$ cat src/hdl/timer_core_defines.vh
// timer counting core constants: register offsets, fields, reset values
// assumes byte addresses on an axi4-lite bus with 32-bit data
`ifndef TIMER_CORE_DEFINES_VH
`define TIMER_CORE_DEFINES_VH

`define OFS_CTRL 8'h00
`define OFS_COUNT 8'h04
`define OFS_PERIOD 8'h08
`define OFS_CHAN 8'h0c
`define OFS_STATUS 8'h10
`define OFS_MASK 8'h14

// control fields
`define CTRL_CLEAR 0
`define CTRL_DIV_LO 1
`define CTRL_DIV_HI 2
`define CTRL_MODE_LO 3
`define CTRL_MODE_HI 4
`define CTRL_SRC_LO 5
`define CTRL_SRC_HI 6

// status / mask fields
`define ST_OVF 0
`define ST_CH0 1
`define ST_CHN 2

`define MODE_STOP 2'h0
`define MODE_UP 2'h1

`define CTRL_RST 7'h00
`define PERIOD_RST 16'h0000
`define CHAN_RST 16'h0000

`endif

$ cat src/hdl/timer_core.v
// timer counting core with axi4-lite register slave and interrupt
// assumes count clock inputs are synchronous to mclk and sampled for edges
//
// Overview of operation
// - count clock picked from inverted input, sub-main, auxiliary or external
// - power-on reset or software clear bit forces the count to zero
// - first step after clear follows first count clock rising edge
// - that first step ignores both divider select bits
// - later steps are spaced by the selected divider ratio
// - up mode sets overflow flag on wrap from period value to zero
// - clear bit zeroes the count while stopped, no count clock needed
// - stopped at period, cleared, restarted: next edge falsely sets overflow
// - channel compare raised by one while count sits on it, before next step, loses following compare flag
`timescale 1ns/10ps
`include "timer_core_defines.vh"

module timer_core #(
    parameter CW = 16
) (
    // clock and reset
    input wire mclk,
    input wire resetn,
    // count clock sources
    input wire inverted_external_input_clock,
    input wire sub_main_system_clock,
    input wire auxiliary_clock,
    input wire external_count_clock,
    // axi4-lite write address
    input wire [7:0] s_axi_awaddr,
    input wire s_axi_awvalid,
    output wire s_axi_awready,
    // axi4-lite write data
    input wire [31:0] s_axi_wdata,
    input wire [3:0] s_axi_wstrb,
    input wire s_axi_wvalid,
    output wire s_axi_wready,
    // axi4-lite write response
    output reg [1:0] s_axi_bresp,
    output reg s_axi_bvalid,
    input wire s_axi_bready,
    // axi4-lite read address
    input wire [7:0] s_axi_araddr,
    input wire s_axi_arvalid,
    output wire s_axi_arready,
    // axi4-lite read data
    output reg [31:0] s_axi_rdata,
    output reg [1:0] s_axi_rresp,
    output reg s_axi_rvalid,
    input wire s_axi_rready,
    // interrupt and status
    output reg irq,
    output reg [CW-1:0] count_value
);

function known;
    input [7:0] a;
    begin
        known = (a == `OFS_CTRL) || (a == `OFS_COUNT) ||
                (a == `OFS_PERIOD) || (a == `OFS_CHAN) ||
                (a == `OFS_STATUS) || (a == `OFS_MASK);
    end
endfunction

// word-aligned form of a bus byte address
function [7:0] align;
    input [7:0] a;
    begin
        align = {a[7:2], 2'b00};
    end
endfunction

////////////////////////////////////////////////////////////////////////////
// registers

reg [6:0] ctrl_r;
reg [CW-1:0] period_compare_value;
reg [CW-1:0] channel_compare_value;
reg [2:0] status_r;
reg [2:0] mask_r;
reg [7:0] awaddr_r;
reg aw_held_r;
reg [31:0] wdata_r;
reg [3:0] wstrb_r;
reg w_held_r;
reg src_prev_r;
reg [2:0] div_cnt_r;
reg first_pending_r;
reg stopped_at_period_r;
reg false_ovf_armed_r;
reg chn_skip_r;

wire [1:0] divider_select = ctrl_r[`CTRL_DIV_HI:`CTRL_DIV_LO];
wire divider_select_low_bit = ctrl_r[`CTRL_DIV_LO];
wire divider_select_high_bit = ctrl_r[`CTRL_DIV_HI];
wire [1:0] mode = ctrl_r[`CTRL_MODE_HI:`CTRL_MODE_LO];
wire [1:0] src_sel = ctrl_r[`CTRL_SRC_HI:`CTRL_SRC_LO];
wire running = (mode == `MODE_UP);

////////////////////////////////////////////////////////////////////////////
// count clock selection and divider

// source 0 counts on the falling edge of its input
reg src_clk;
always @* begin
    case (src_sel)
        2'h0: src_clk = ~inverted_external_input_clock;
        2'h1: src_clk = sub_main_system_clock;
        2'h2: src_clk = auxiliary_clock;
        default: src_clk = external_count_clock;
    endcase
end

wire src_rise = src_clk & ~src_prev_r;

// divider ratios 1, 2, 4, 8 as a terminal count of source edges
reg [2:0] div_top;
always @* begin
    case ({divider_select_high_bit, divider_select_low_bit})
        2'h0: div_top = 3'h0;
        2'h1: div_top = 3'h1;
        2'h2: div_top = 3'h3;
        default: div_top = 3'h7;
    endcase
end

// first step after clear bypasses the divider
wire step = running && src_rise &&
            (first_pending_r || div_cnt_r == div_top);
wire at_period = (count_value == period_compare_value);

////////////////////////////////////////////////////////////////////////////
// axi4-lite handshake

// a held channel drops its ready until the write completes
wire wr_go = aw_held_r && w_held_r && !s_axi_bvalid;
assign s_axi_awready = !aw_held_r;
assign s_axi_wready = !w_held_r;
assign s_axi_arready = !s_axi_rvalid;
wire rd_go = s_axi_arvalid && !s_axi_rvalid;
wire wr_ctrl = wr_go && awaddr_r == `OFS_CTRL && wstrb_r[0];
wire wr_count = wr_go && awaddr_r == `OFS_COUNT;
wire wr_period = wr_go && awaddr_r == `OFS_PERIOD;
wire wr_chan = wr_go && awaddr_r == `OFS_CHAN;
wire wr_mask = wr_go && awaddr_r == `OFS_MASK && wstrb_r[0];
wire wr_status = wr_go && awaddr_r == `OFS_STATUS && wstrb_r[0];
wire [7:0] rd_addr = align(s_axi_araddr);
wire clear_ev = wr_ctrl && wdata_r[`CTRL_CLEAR];
wire [CW-1:0] wcw = wdata_r[CW-1:0];

////////////////////////////////////////////////////////////////////////////
// counter and events

wire ev_ovf = step && (at_period || false_ovf_armed_r);
// compare against value in effect; a raised compare misses this step
wire ev_ch0 = step && (count_value + 1'b1 == period_compare_value);
// a compare raised while the count still sits on it skips one match
wire ev_chn = step && !chn_skip_r &&
              (count_value + 1'b1 == channel_compare_value);

always @(posedge mclk) begin
    if (!resetn) begin
        count_value <= {CW{1'b0}};
        src_prev_r <= 1'b0;
        div_cnt_r <= 3'h0;
        first_pending_r <= 1'b1;
        stopped_at_period_r <= 1'b0;
        false_ovf_armed_r <= 1'b0;
        chn_skip_r <= 1'b0;
    end else begin
        src_prev_r <= src_clk;
        if (clear_ev) begin
            count_value <= {CW{1'b0}};
            div_cnt_r <= 3'h0;
            first_pending_r <= 1'b1;
            false_ovf_armed_r <= stopped_at_period_r;
        end else if (wr_count) begin
            count_value <= wcw;
        end else if (step) begin
            first_pending_r <= 1'b0;
            false_ovf_armed_r <= 1'b0;
            div_cnt_r <= 3'h0;
            if (at_period)
                count_value <= {CW{1'b0}};
            else
                count_value <= count_value + 1'b1;
        end else if (running && src_rise) begin
            div_cnt_r <= div_cnt_r + 3'h1;
        end
        // the raised compare loses the flag due on the next step
        if (wr_chan && count_value == channel_compare_value)
            chn_skip_r <= 1'b1;
        else if (step || clear_ev || wr_count)
            chn_skip_r <= 1'b0;
        // remember a stop on the period value for the false overflow
        if (!running)
            stopped_at_period_r <= stopped_at_period_r |
                                   (at_period && !clear_ev);
        else if (step)
            stopped_at_period_r <= 1'b0;
    end
end

////////////////////////////////////////////////////////////////////////////
// register writes, status and interrupt

always @(posedge mclk) begin
    if (!resetn) begin
        ctrl_r <= `CTRL_RST;
        period_compare_value <= `PERIOD_RST;
        channel_compare_value <= `CHAN_RST;
        status_r <= 3'h0;
        mask_r <= 3'h0;
        irq <= 1'b0;
    end else begin
        if (wr_ctrl)
            ctrl_r <= {wdata_r[6:1], 1'b0};
        if (wr_period)
            period_compare_value <= wcw;
        if (wr_chan)
            channel_compare_value <= wcw;
        if (wr_mask)
            mask_r <= wdata_r[2:0];
        // set wins over write-one-to-clear
        status_r <= (status_r &
                     ~(wr_status ? wdata_r[2:0] : 3'h0)) |
                    {ev_chn, ev_ch0, ev_ovf};
        // irq lags the status bits by one cycle
        irq <= |(status_r & mask_r);
    end
end

////////////////////////////////////////////////////////////////////////////
// register read selection

// unmapped addresses read as zero and answer slverr
reg [31:0] rd_word;
always @* begin
    rd_word = 32'h00000000;
    if (rd_addr == `OFS_CTRL)
        rd_word[6:0] = ctrl_r;
    else if (rd_addr == `OFS_COUNT)
        rd_word[CW-1:0] = count_value;
    else if (rd_addr == `OFS_PERIOD)
        rd_word[CW-1:0] = period_compare_value;
    else if (rd_addr == `OFS_CHAN)
        rd_word[CW-1:0] = channel_compare_value;
    else if (rd_addr == `OFS_STATUS)
        rd_word[2:0] = status_r;
    else if (rd_addr == `OFS_MASK)
        rd_word[2:0] = mask_r;
end

////////////////////////////////////////////////////////////////////////////
// bus channel capture and answers

always @(posedge mclk) begin
    if (!resetn) begin
        aw_held_r <= 1'b0;
        w_held_r <= 1'b0;
        awaddr_r <= 8'h00;
        wdata_r <= 32'h00000000;
        wstrb_r <= 4'h0;
        s_axi_bvalid <= 1'b0;
        s_axi_bresp <= 2'h0;
        s_axi_rvalid <= 1'b0;
        s_axi_rresp <= 2'h0;
        s_axi_rdata <= 32'h00000000;
    end else begin
        if (s_axi_awvalid && !aw_held_r) begin
            aw_held_r <= 1'b1;
            awaddr_r <= align(s_axi_awaddr);
        end
        if (s_axi_wvalid && !w_held_r) begin
            w_held_r <= 1'b1;
            wdata_r <= s_axi_wdata;
            wstrb_r <= s_axi_wstrb;
        end
        if (wr_go) begin
            aw_held_r <= 1'b0;
            w_held_r <= 1'b0;
            s_axi_bvalid <= 1'b1;
            s_axi_bresp <= known(awaddr_r) ? 2'h0 : 2'h2;
        end else if (s_axi_bready) begin
            s_axi_bvalid <= 1'b0;
        end
        if (rd_go) begin
            s_axi_rvalid <= 1'b1;
            s_axi_rresp <= known(rd_addr) ? 2'h0 : 2'h2;
            s_axi_rdata <= rd_word;
        end else if (s_axi_rready) begin
            s_axi_rvalid <= 1'b0;
        end
    end
end

endmodule // timer_core

$ cat config.mk
export PLATFORM = sky130hd
export DESIGN_NAME = timer_core
export DESIGN_NICKNAME = d
export VERILOG_FILES = /design/src/hdl/timer_core.v
export VERILOG_INCLUDE_DIRS = /design/src /design/src/hdl
export SDC_FILE = /design/constraint.sdc
export NUM_CORES = 1
export LEC_CHECK = 0
export BUFFER_PORTS_ARGS = -buffer_cell sky130_fd_sc_hd__buf_4
export CORE_ASPECT_RATIO = 1.25
export CORE_UTILIZATION = 60
export CTS_CLUSTER_DIAMETER = 120
export DETAILED_ROUTE_END_ITERATION = 8
export HOLD_SLACK_MARGIN = 0.05
export PLACE_DENSITY = 0.93
export SKIP_CTS_REPAIR_TIMING = 1
export SYNTH_ARGS = -nofsm -noshare
export SYNTH_HDL_FRONTEND = slang
export SYNTH_SLANG_ARGS = --single-unit
export TNS_END_PERCENT = 1
$ cat constraint.sdc
create_clock -name mclk -period 4.96 [get_ports mclk]
set_input_delay 0.992 -clock mclk [delete_from_list [all_inputs] [get_ports mclk]]
set_output_delay 0.992 -clock mclk [all_outputs]
set_load 0.02 [all_outputs]
==> metrics.cfg <==
[timing]
maxSlewViolCount=0
skew_ns=0.00579
timing.final.ws_setup_ns=1.87
slew_headroom=0.177
fin_setup_tns_ns=0
period_share=0.624
worst_pin_slew_ns=1.23
setup_viol=0
min_period_ns=3.09
rsz0062_at_grt=no
fmax_mhz=323
hold_viol=0

[worst_setup_path]
r2r_cells=7
crit_type=register to register
critPathCaptureType=register
path_cells=ha_1, nand4_1, nor2_1, o2111ai_1, a211o_1, or4_1, o31ai_2
reg2reg_from=count_value[0]$_SDFFE_PP0P_
cp_max_fo=13
startpoint_type=register
critPathBufInv=0
worst_ep_required_time_ns=5.30
cpPeakStageDelay_ns=0.62
crit_slowest_cell=dfxtp_1
crit_family=simple AND/OR/NAND/NOR gates
r2r_setup_slack_ns=1.87
r2r_end=status_r[1]$_SDFF_PN0_
crit_arrival_ns=3.43

[floorplan]
die_h_um=118
fp.dieArea_um2=11200
io_pins=121
die_x_um=94.8
rows=42
start_util=0.615
coreArea_um2=10500

[final_layout]
fillers=810
layout.nets=888
antenna_cells=0
drive_above_1_share=0.158
stdcell_area_um2=7550
final_common_cell=dfxtp_1
areaGrowthSynthToFinish_pct=16.9
final_cell_mix=114 x dfxtp_1, 111 x nand2_1, 84 x buf_4, 56 x nor2b_1, 45 x mux2i_1
fin_cells=967

[yosys]
synth_top_cell_by_area=dfxtp_1
synth-compound-area-share=0.182
synth_adder_area_share=0.00542
synth_xor_area_frac=0.0705
yosysTopAreaCellShare=0.353
synth_top_family_by_area=simple AND/OR/NAND/NOR gates
avgSynthCellArea_um2=8.26
syn_inst=782
yosys_warnings=0
async_reset_ff_frac=0
synthMuxAreaShare=0.0871
yosys.area_share.simple=0.232
synth_flop_cell=dfxtp_1
ys_ff_latch=114
synth_cell_type_count=64
yosysSeqAreaShare=0.353
synth_area_um2=6460
synth_enable_flop_cells=0
synth_area_leaders=dfxtp_1 35%, mux2i_1 7.0%, nand2_1 6.4%

[worst_hold_path]
worstHoldStart=first_pending_r$_SDFFE_PP1P_
hold_end=first_pending_r$_SDFFE_PP1P_
worstHoldPathType=register to register
min_path_cells=1

[place]
placed_cell_area_um2=6930
dp_hpwl_mm=12.4
place_ws_ns=1.82
dpl.cell_count=936
portBuffers=79
gp_congestion=0.978

[drt]
first_pass_iters=6
drt-total-wl_mm=19.1
drt_iter0_drc=616
num_vias=6135
drcViolationCount=0
ant_nets=0
via_per_inst=6.34
wire_per_inst_um=19.8

[pwr]
p_leak_nw=2.83
powerDensity_nw_per_um2=316
ir_drop_mv=0.241

[clocking]
path_clk_slew_ns=0.06
cts_tree=built
clk_latency_ns=0.42
cts-root-buf=clkbuf_16
clockBufferDepth=2
cts_buffers=17
cts_sinks=114
h-tree-depth=4

[run]
max_cap_viol_count=0

[global_route]
first_global_vias=5709
grt_start_max_net_pins=54
overflow=0
antenna_found_initial=0
grt_pass1_wl_mm=29.7
grt_util_all_layers=0.354

[status]
status=completed

## final cells by class
class | instances | area (um^2) | area share
tap | 132 | 165 | 0.0219
timing repair buffer | 84 | 631 | 0.0835
clock inverter | 11 | 154 | 0.0204
clock buffer | 20 | 467 | 0.0618
inverter | 15 | 56.3 | 0.00746
sequential | 114 | 2280 | 0.302
multi-input combinational | 591 | 3800 | 0.503
## report_power, final
| group | leakage [nW] | internal [W] | switching, W |
|---|---|---|---|
| logic | 1.62 | 0.0000619 | 0.0000912 |
| clock network | 0.287 | 0.000829 | 0.000446 |
| registers | 0.924 | 0.000935 | 0.0000253 |
## per-layer routing
| layer | global-route usage | share of wire | vias to the layer above |
|---|---|---|---|
| li1 | - | - | 2780 |
| met1 | 0.424 | 0.37 | 2876 |
| met2 | 0.558 | 0.48 | 391 |
| met3 | 0.103 | 0.11 | 88 |
| met4 | 0.199 | 0.045 | 0 |
| met5 | 0 | 0 | - |
## stage by stage
step | power, W | hold slack, ns | util
6_report | 0.00239 | 0.456 | 0.719
5_1_grt | 0.00246 | 0.489 | 0.719
4_1_cts | 0.00238 | 0.453 | 0.719
3_5_place_dp | 0.00113 | 0.442 | 0.660
3_3_place_gp | 0.00112 | 0.437 | 0.660
2_1_floorplan | 0.00108 | 0.427 | -
## how the worst max path moves through the flow
stage | endpoint | start | cells after the start | slack [ns]
after global routing | status_r[1]$_SDFF_PN0_ | count_value[0]$_SDFFE_PP0P_ | 7 | 1.73
after global placement | count_value[4]$_SDFFE_PP0P_ | inverted_external_input_clock | 8 | 1.86
after floorplan | s_axi_rdata[5]$_SDFFE_PN0P_ | s_axi_araddr[2] | 5 | 2.46
final | status_r[1]$_SDFF_PN0_ | count_value[0]$_SDFFE_PP0P_ | 7 | 1.87
after detailed placement | count_value[4]$_SDFFE_PP0P_ | inverted_external_input_clock | 8 | 1.82
after CTS | status_r[1]$_SDFF_PN0_ | count_value[0]$_SDFFE_PP0P_ | 7 | 1.95
## Yosys cell counts (3+ instances only)
library cell / count
a21oi_1: 23
nand3_1: 19
or2_2: 3
and2_1: 5
xor2_1: 17
dfxtp_1: 114
o22a_1: 3
mux2i_1: 45
o22ai_1: 3
a22oi_1: 13
buf_1: 3
nand2_1: 111
nand3b_1: 5
a32oi_1: 10
xnor2_1: 35
o31ai_1: 7
nand4_1: 8
buf_4: 22
clkbuf_1: 46
nor4b_1: 3
o21ai_0: 37
nor4_1: 7
nor3_1: 16
inv_1: 15
o211ai_1: 3
a22o_1: 7
a21boi_0: 35
nand2b_1: 8
buf_2: 8
nor2b_1: 56
nor2_1: 38
mux4_2: 5
a31oi_1: 7
## flip-flops by register name, indices dropped and copies added (netlist names)
| register | flops |
|---|---|
| s_axi_rresp | 1 |
| w_held_r | 1 |
| period_compare_value | 16 |
| status_r | 3 |
| first_pending_r | 1 |
| awaddr_r | 6 |
| count_value | 16 |
| s_axi_bvalid | 1 |
| wdata_r | 16 |
| false_ovf_armed_r | 1 |
| wstrb_r | 1 |
| s_axi_rdata | 16 |
| channel_compare_value | 16 |
| aw_held_r | 1 |
| mask_r | 3 |
| div_cnt_r | 3 |
| chn_skip_r | 1 |
| s_axi_rvalid | 1 |
| src_prev_r | 1 |
| ctrl_r | 6 |
| irq | 1 |
| s_axi_bresp | 1 |
| stopped_at_period_r | 1 |
## cell families (layout without fill, tap and decap cells)
group / after synthesis / count (layout)
adders and majority gates: 3 / 3
AOI/OAI and AO/OA: 171 / 171
xor gates and xnor gates: 52 / 52
buffers and inverters: 94 / 130
other: 1 / 18
and+or+nand+nor: 297 / 297
muxes: 50 / 50
DFF: 114 / 114
Power figures use the tool's default switching activity.
